==> src/adsc_regs.vh <==
`ifndef ADSC_REGS_VH
`define ADSC_REGS_VH
// ----------------------------------------
// Register byte addresses
// ----------------------------------------
`define ADSC_CTRL0_ADDR   12'h000
`define ADSC_CTRL1_ADDR   12'h004
`define ADSC_CTRL2_ADDR   12'h008
`define ADSC_RES_HI_ADDR  12'h00C
`define ADSC_RES_LO_ADDR  12'h010
`define ADSC_FLAG_ADDR    12'h014
// ----------------------------------------
// Field positions
// ----------------------------------------
`define ADSC_C0_ON_BIT    0
`define ADSC_C0_GO_BIT    1
`define ADSC_C0_CH_LSB    2
`define ADSC_C0_CH_MSB    5
`define ADSC_C1_NREF_BIT  5
`define ADSC_C1_PREF_BIT  4
`define ADSC_C2_JUST_BIT  7
`define ADSC_C2_ACQ_MSB   5
`define ADSC_C2_ACQ_LSB   3
`define ADSC_C2_CLK_MSB   2
`define ADSC_C2_CLK_LSB   0
// ----------------------------------------
// Reset values and codes
// ----------------------------------------
`define ADSC_CTRL0_RST    6'h00
`define ADSC_CTRL2_RST    8'h00
`define ADSC_PCFG_FUSE1   4'h0
`define ADSC_PCFG_FUSE0   4'h7
`define ADSC_PCFG_ALLA    4'h2
`define ADSC_CONV_TADS    5'h0D
`define ADSC_GAP_TADS     5'h02
`define ADSC_BITS         4'hC
`endif

==> src/adsc_res_mem.v <==
`timescale 1ns/1ps
`default_nettype none
// ----------------------------------------
// Result pair store, no reset by design
// ----------------------------------------
module adsc_res_mem (
  input  wire        pclk,
  input  wire        wr_en,
  input  wire [15:0] wr_data,
  output reg  [15:0] rd_data
);
  // Kept across ordinary resets; undefined only after power-up
  always @(posedge pclk) begin
    if (wr_en) begin
      rd_data <= wr_data;
    end
  end
endmodule // adsc_res_mem
`default_nettype wire

==> src/adsc_top.v <==
`timescale 1ns/1ps
`default_nettype none
`include "adsc_regs.vh"
module adsc_top #(
  parameter TCY_CLKS = 4,
  parameter RC_DIV   = 625
) (
  input  wire        pclk,
  input  wire        presetn,
  input  wire        por_event,
  input  wire        portb_analog_default_fuse,
  input  wire        sleep_mode,
  input  wire        rc_osc_tick,
  input  wire        psel,
  input  wire        penable,
  input  wire        pwrite,
  input  wire [11:0] paddr,
  input  wire [31:0] pwdata,
  output reg  [31:0] prdata,
  output wire        pready,
  output wire        pslverr,
  output wire        sar_dac_load,
  output reg  [11:0] sar_trial,
  input  wire        sar_comp_hi,
  output reg         sample_switch,
  output reg  [3:0]  sample_channel,
  output reg         neg_ref_from_pin,
  output reg         pos_ref_from_pin,
  output reg  [12:0] channel_analog,
  output reg         conversion_done_flag
);
  // ----------------------------------------
  // States
  // ----------------------------------------
  localparam ST_IDLE = 3'h0;
  localparam ST_RCD  = 3'h1;
  localparam ST_ACQ  = 3'h2;
  localparam ST_CONV = 3'h3;
  localparam ST_GAP  = 3'h4;

  // ----------------------------------------
  // Helpers
  // ----------------------------------------
  function [4:0] acq_tads;
    input [2:0] code;
    begin
      case (code)
        3'h0: acq_tads = 5'h00;
        3'h1: acq_tads = 5'h02;
        3'h2: acq_tads = 5'h04;
        3'h3: acq_tads = 5'h06;
        3'h4: acq_tads = 5'h08;
        3'h5: acq_tads = 5'h0C;
        3'h6: acq_tads = 5'h10;
        default: acq_tads = 5'h14;
      endcase
    end
  endfunction

  function [6:0] clk_div;
    input [2:0] code;
    begin
      case (code)
        3'h0: clk_div = 7'h02;
        3'h1: clk_div = 7'h08;
        3'h2: clk_div = 7'h20;
        3'h4: clk_div = 7'h04;
        3'h5: clk_div = 7'h10;
        3'h6: clk_div = 7'h40;
        default: clk_div = 7'h00;
      endcase
    end
  endfunction

  // ----------------------------------------
  // Registers
  // ----------------------------------------
  reg        on_r;
  reg        go_r;
  reg  [3:0] chan_r;
  reg        nref_r;
  reg        pref_r;
  reg  [3:0] pcfg_r;
  reg  [7:0] ctrl2_r;
  reg  [2:0] st_r;
  reg  [6:0] div_r;
  reg  [9:0] rcd_r;
  reg  [4:0] tad_cnt_r;
  reg  [3:0] bit_r;
  reg        load_r;
  wire [15:0] res_q;
  wire        is_rc   = (ctrl2_r[1:0] == 2'h3);
  wire        wr      = psel & penable & pwrite;
  wire        rd      = psel & ~penable & ~pwrite;
  wire        go_set  = wr && (paddr == `ADSC_CTRL0_ADDR) && pwdata[`ADSC_C0_GO_BIT];
  wire        flag_wr = wr && (paddr == `ADSC_FLAG_ADDR);
  reg         tad_tick;
  reg  [15:0] res_d;
  integer     i;

  assign pready  = 1'b1;
  assign pslverr = 1'b0;
  assign sar_dac_load = (st_r == ST_CONV) & tad_tick;

  // ----------------------------------------
  // Bit period tick
  // ----------------------------------------
  // RC ticks come from the analog oscillator, so sleep does not stop it
  always @* begin
    if (is_rc) begin
      tad_tick = rc_osc_tick;
    end else begin
      // Oscillator divider stalls in sleep; only the RC clock runs on
      tad_tick = !sleep_mode &&
                 (div_r == clk_div(ctrl2_r[`ADSC_C2_CLK_MSB:`ADSC_C2_CLK_LSB]) - 7'h01);
    end
  end

  always @(posedge pclk or negedge presetn) begin
    if (!presetn) begin
      div_r <= 7'h00;
    end else if (st_r == ST_IDLE || tad_tick) begin
      div_r <= 7'h00;
    end else if (!sleep_mode) begin
      div_r <= div_r + 7'h01;
    end
  end

  // ----------------------------------------
  // APB register writes
  // ----------------------------------------
  always @(posedge pclk or negedge presetn) begin
    if (!presetn) begin
      on_r    <= 1'b0;
      chan_r  <= 4'h0;
      nref_r  <= 1'b0;
      pref_r  <= 1'b0;
      ctrl2_r <= `ADSC_CTRL2_RST;
      pcfg_r  <= `ADSC_PCFG_FUSE1;
      conversion_done_flag <= 1'b0;
    end else begin
      if (por_event) begin
        pcfg_r <= portb_analog_default_fuse ? `ADSC_PCFG_FUSE1 : `ADSC_PCFG_FUSE0;
      end else if (wr && paddr == `ADSC_CTRL1_ADDR) begin
        pcfg_r <= pwdata[3:0];
      end
      if (wr && paddr == `ADSC_CTRL0_ADDR) begin
        on_r   <= pwdata[`ADSC_C0_ON_BIT];
        chan_r <= pwdata[`ADSC_C0_CH_MSB:`ADSC_C0_CH_LSB];
      end
      if (wr && paddr == `ADSC_CTRL1_ADDR) begin
        nref_r <= pwdata[`ADSC_C1_NREF_BIT];
        pref_r <= pwdata[`ADSC_C1_PREF_BIT];
      end
      if (wr && paddr == `ADSC_CTRL2_ADDR) begin
        ctrl2_r <= pwdata[7:0] & 8'hBF;
      end
      // Set wins over a software clear in the same cycle
      if (load_r) begin
        conversion_done_flag <= 1'b1;
      end else if (flag_wr) begin
        conversion_done_flag <= pwdata[0];
      end
    end
  end

  // ----------------------------------------
  // Sequencer
  // ----------------------------------------
  always @(posedge pclk or negedge presetn) begin
    if (!presetn) begin
      st_r      <= ST_IDLE;
      go_r      <= 1'b0;
      rcd_r     <= 10'h000;
      tad_cnt_r <= 5'h00;
      bit_r     <= 4'h0;
      sar_trial <= 12'h000;
      load_r    <= 1'b0;
    end else begin
      load_r <= 1'b0;
      case (st_r)
        ST_IDLE: begin
          if (go_set && on_r) begin
            go_r      <= 1'b1;
            rcd_r     <= 10'h000;
            tad_cnt_r <= acq_tads(ctrl2_r[`ADSC_C2_ACQ_MSB:`ADSC_C2_ACQ_LSB]);
            st_r      <= is_rc ? ST_RCD : ST_ACQ;
          end
        end
        ST_RCD: begin
          rcd_r <= rcd_r + 10'h001;
          if (rcd_r == TCY_CLKS[9:0] - 10'h001) begin
            st_r <= ST_ACQ;
          end
        end
        ST_ACQ: begin
          if (tad_cnt_r == 5'h00) begin
            st_r      <= ST_CONV;
            tad_cnt_r <= `ADSC_CONV_TADS;
            bit_r     <= `ADSC_BITS - 4'h1;
            sar_trial <= 12'h800;
          end else if (tad_tick) begin
            tad_cnt_r <= tad_cnt_r - 5'h01;
          end
        end
        ST_CONV: begin
          if (tad_tick) begin
            tad_cnt_r <= tad_cnt_r - 5'h01;
            // First period only tracks the hold; the last one decides bit 0
            if (tad_cnt_r != `ADSC_CONV_TADS) begin
              // Keep or drop the trial bit, then try the next one
              if (!sar_comp_hi) begin
                sar_trial[bit_r] <= 1'b0;
              end
              if (bit_r != 4'h0) begin
                sar_trial[bit_r - 4'h1] <= 1'b1;
                bit_r <= bit_r - 4'h1;
              end
            end
            if (tad_cnt_r == 5'h01) begin
              go_r      <= 1'b0;
              load_r    <= 1'b1;
              tad_cnt_r <= `ADSC_GAP_TADS;
              st_r      <= ST_GAP;
            end
          end
        end
        ST_GAP: begin
          // Holds off a restart for the minimum gap
          if (tad_tick) begin
            tad_cnt_r <= tad_cnt_r - 5'h01;
            if (tad_cnt_r == 5'h01) begin
              st_r <= ST_IDLE;
            end
          end
        end
        default: st_r <= ST_IDLE;
      endcase
      if (!on_r) begin
        st_r <= ST_IDLE;
        go_r <= 1'b0;
      end
    end
  end

  // ----------------------------------------
  // Result store and pin controls
  // ----------------------------------------
  always @* begin
    if (ctrl2_r[`ADSC_C2_JUST_BIT]) begin
      res_d = {4'h0, sar_trial};
    end else begin
      res_d = {sar_trial, 4'h0};
    end
  end

  adsc_res_mem u_res (
    .pclk    (pclk),
    .wr_en   (load_r),
    .wr_data (res_d),
    .rd_data (res_q)
  );

  always @(posedge pclk or negedge presetn) begin
    if (!presetn) begin
      sample_switch    <= 1'b0;
      sample_channel   <= 4'h0;
      neg_ref_from_pin <= 1'b0;
      pos_ref_from_pin <= 1'b0;
      channel_analog   <= 13'h1FFF;
    end else begin
      // Open the switch on the same edge that starts the conversion
      sample_switch    <= on_r && (st_r != ST_CONV) &&
                          !(st_r == ST_ACQ && tad_cnt_r == 5'h00);
      sample_channel   <= chan_r;
      neg_ref_from_pin <= nref_r;
      pos_ref_from_pin <= pref_r;
      for (i = 0; i < 13; i = i + 1) begin
        // Code 3 frees channel 12, each step one lower
        channel_analog[i] <= (pcfg_r <= `ADSC_PCFG_ALLA) ||
                             ({1'b0, pcfg_r} < (5'h0F - i[4:0]));
      end
    end
  end

  // ----------------------------------------
  // APB read data
  // ----------------------------------------
  always @(posedge pclk or negedge presetn) begin
    if (!presetn) begin
      prdata <= 32'h0000_0000;
    end else if (rd) begin
      case (paddr)
        `ADSC_CTRL0_ADDR:  prdata <= {26'h0, chan_r, go_r, on_r};
        `ADSC_CTRL1_ADDR:  prdata <= {26'h0, nref_r, pref_r, pcfg_r};
        `ADSC_CTRL2_ADDR:  prdata <= {24'h0, ctrl2_r};
        `ADSC_RES_HI_ADDR: prdata <= {24'h0, res_q[15:8]};
        `ADSC_RES_LO_ADDR: prdata <= {24'h0, res_q[7:0]};
        `ADSC_FLAG_ADDR:   prdata <= {31'h0, conversion_done_flag};
        default:           prdata <= 32'h0000_0000;
      endcase
    end
  end
endmodule // adsc_top
`default_nettype wire

==> config.mk <==
export PLATFORM = sky130hd
export DESIGN_NAME = adsc_top
export DESIGN_NICKNAME = d
export VERILOG_FILES = /design/src/adsc_res_mem.v /design/src/adsc_top.v
export VERILOG_INCLUDE_DIRS = /design/src
export SDC_FILE = /design/constraint.sdc
export NUM_CORES = 1
export LEC_CHECK = 0
export ABC_CLOCK_PERIOD_IN_PS = 2550
export BUFFER_PORTS_ARGS = -buffer_cell sky130_fd_sc_hd__buf_2
export CAP_MARGIN = 25
export CORE_ASPECT_RATIO = 0.6
export CORE_MARGIN = 4
export CORE_UTILIZATION = 49
export DETAILED_ROUTE_END_ITERATION = 12
export PLACE_DENSITY_LB_ADDON = 0.1
export SYNTH_ARGS = -nofsm -noshare
export SYNTH_HDL_FRONTEND = slang
export SYNTH_SLANG_ARGS = --single-unit
==> constraint.sdc <==
create_clock -name pclk -period 2.55 [get_ports pclk]
set_input_delay 0.1275 -clock pclk [delete_from_list [all_inputs] [get_ports pclk]]
set_output_delay 0.1275 -clock pclk [all_outputs]
set_load 0.01 [all_outputs]
==> results.ini <==
[sta]
slew-limit-headroom_pct = 52.4
hold_viol = 0
skew_ns = 0.0107
fin_setup_tns_ns = 0
rsz0062_at_grt = false
maxSlewViolCount = 0
setup_viol = 0
worstMarginPinSlew_ns = 0.714
min_period_ns = 2.35
timing.final.crit_share_pct = 92.1
clock.fmax_mhz = 426

[pwr]
fin_total_pwr_mw = 3.25
peakVddDrop_mv = 0.333
leakagePower_nw = 2.70
powerDensity_nw_per_um2 = 516

[worst_setup_path]
max_stage_delay_ns = 0.49
start_kind = flip-flop
cp_max_fo = 13
crit_path_cell_trace = nand2_1 -> or3b_1 -> a2111oi_4 -> buf_4 -> nor2_4 -> a21o_2 -> a2111oi_0 -> nor3_1
cp-end-kind = flip-flop
cp.buffers_inverters = 1
cp.arrival_ns = 2.57
path_class = flip-flop to flip-flop
cp_slowest_cell = dfrtp_1
cp.required_ns = 2.77
cpLargestDelayFamily = compound AO/OA/AOI/OAI gates

[hold_path]
hold_path.class = input port to flip-flop

[job]
maxCapViolCount = 0

[place]
dp_hpwl_um = 9810
dp_cells = 735
finalWeightedCongestion = 0.925
io_buffer_count = 70
place_area_um2 = 5970

[global_route]
grt_pass1_vias = 4105
grt_max_degree = 91
antenna_found_initial = 0
grt_usage_pct = 20.7
grt_pass1_wl_um = 22000
grt_overflow_total = 0

[logic_synthesis]
postSynthAreaPerCell_um2 = 10.3
ys_ff_latch = 106
async_flop_share_pct = 84.9
ys.flop_type = dfrtp_1
syn_area_um2 = 5560
synth_edf_count = 16
syn-instance-count = 541
ys_seq_area_share_pct = 49.4
synth_cell_types = 71
ys_warn_count = 0

[final_layout]
nFillCells = 974
final_cells = 754
diodes = 0
layout_common_cells = dfrtp_1, buf_2, o21ai_0, nand2_1, nor2_1
nNetsFinal = 672
layout_commonest_cell = dfrtp_1
drive_gt1_share_pct = 25.2
fin_util_pct = 58.2
area_growth_pct = 13.2
final_area_um2 = 6290

[outcome]
status = completed

[cts]
clk_latency_ns = 0.35
cts_root_buf = clkbuf_16
cts.clk_slew.worst_paths_ns = 0.08
cts.sinks = 106
clock_path_buffers = 2
cts_tree = yes
cts_buffers = 9
h-tree-depth = 3

[floorplanning]
core_region_area_um2 = 10800
die-area_um2 = 13200
die_w_um = 146
fp-row-count = 29
initial_utilization_pct = 51.4
num_io_pins = 122
die_h_um = 90.5

[routing]
drt_first_iter_violations = 332
vias_per_cell = 5.80
drc_errors = 0
wl_per_cell_um = 17.7
wl_um = 13400
final_antenna_net_count = 0
drt_first_pass_iters = 5
vias = 4376

-- logic make-up (layout without fill, tap and decap cells) --
logic type,after synthesis,in the layout,synth area share [%]
xor gates and xnor gates,6,6,0.945
AOI/OAI and AO/OA,138,138,16.9
other,2,26,0.135
muxes,35,35,7.02
and+or+nand+nor,185,185,17.5
DFF,106,106,49.4
buffers and inverters,61,111,6.32
adders and majority gates,8,8,1.80
-- per-stage QoR --
| step | worst slack, ns | hold slack (ns) |
|---|---|---|
| 4_1_cts | 0.0616 | 0.00446 |
| 5_1_grt | 0.000423 | 0.0105 |
| 3_5_place_dp | 0.0648 | 0.213 |
| 2_1_floorplan | 0.420 | -0.168 |
| 6_report | 0.201 | 0.00882 |
| 3_3_place_gp | 0.152 | 0.208 |
-- power by group --
part	internal (mW)	leakage [nW]	switching, mW
clock	0.681	0.140	0.676
sequential	1.73	1.25	0.0163
combinational	0.0477	1.32	0.0935
total	2.46	2.70	0.786
-- synthesized netlist by cell type, drive strengths merged (3+ instances only) --
master,instances,share of area [%]
a211o,3,0.47
a221oi,5,1.1
a21boi,3,0.41
or2,4,0.45
or3,3,0.43
a31oi,11,1.2
nand2,39,2.7
mux2i,12,2.2
dfrtp,77,35
ha,8,1.8
buf,34,4.5
xnor2,3,0.47
mux2,22,4.5
nor2,37,2.6
nor2b,17,1.9
and2,6,0.68
nor3b,3,0.41
clkbuf,19,1.3
a21oi,21,2.0
a32o,9,1.6
dfstp,13,6.1
a211oi,7,0.95
nand4,4,0.45
nand3,20,1.8
nor4,10,1.2
edfxtp,16,8.6
o21ai,51,4.6
nand2b,15,1.8
and3,6,0.70
a22oi,7,0.95
xor2,3,0.47
nor3,15,1.4
a21o,4,0.56
inv,8,0.54
-- worst register-to-register path: stages (launching register included) --
cell,delay [ns]
dfrtp_1,0.49
nand2_1,0.12
or3b_1,0.40
a2111oi_4,0.27
buf_4,0.19
nor2_4,0.09
a21o_2,0.25
a2111oi_0,0.30
nor3_1,0.11
-- layout make-up --
type	instances	area, um2	area share [%]
Multi-Input combinational cell	398	2560	40.6
Clock buffer	9	225	3.58
Sequential cell	106	2750	43.7
Inverter	8	30.0	0.477
Timing Repair Buffer	87	498	7.91
Clock inverter	7	58.8	0.935
Tap cell	139	174	2.76
-- sequential cells by signal, summed over array words and instances, names as in the netlist --
| register | cells |
|---|---|
| rcd_r | 10 |
| conversion_done_flag | 1 |
| load_r | 1 |
| on_r | 1 |
| bit_r | 4 |
| prdata | 8 |
| ctrl2_r | 7 |
| u_res.rd_data | 16 |
| pos_ref_from_pin | 1 |
| sample_channel | 4 |
| pref_r | 1 |
| pcfg_r | 4 |
| neg_ref_from_pin | 1 |
| nref_r | 1 |
| tad_cnt_r | 5 |
| channel_analog | 13 |
| go_r | 1 |
| sar_trial | 12 |
| sample_switch | 1 |
| chan_r | 4 |
| st_r | 3 |
| div_r | 7 |
-- repair_timing --
action,4_1_cts,5_1_grt
setup endpoints to repair,0,16
endpoints found under the hold margin,80,0
hold buffers,2,0
buffers inserted,0,1
gates resized for setup,0,3
-- final timing paths --
path,from,endpoint,slack (ns),depth (start not counted)
worst max-delay path,ctrl2_r[0],tad_cnt_r[3],0.20,8
worst min register to register,chan_r[3],sample_channel[3],0.41,0
worst min-delay path,pwdata[7],ctrl2_r[7],0.009,2
min in group asynchronous,presetn,rcd_r[3],0.34,3
max in group asynchronous,presetn,channel_analog[7],1.81,3
worst max register to register,ctrl2_r[0],tad_cnt_r[3],0.20,8
-- layer usage --
| layer | part of all wire, % | wire length [um] | track usage (%) |
|---|---|---|---|
| met3 | 6.2 | 832 | 4.61 |
| met5 | 0 | 0 | 0 |
| met4 | 1.4 | 183 | 5.29 |
| met2 | 43 | 5730 | 29.4 |
| met1 | 50 | 6620 | 31.8 |
Power figures use the tool's default switching activity.
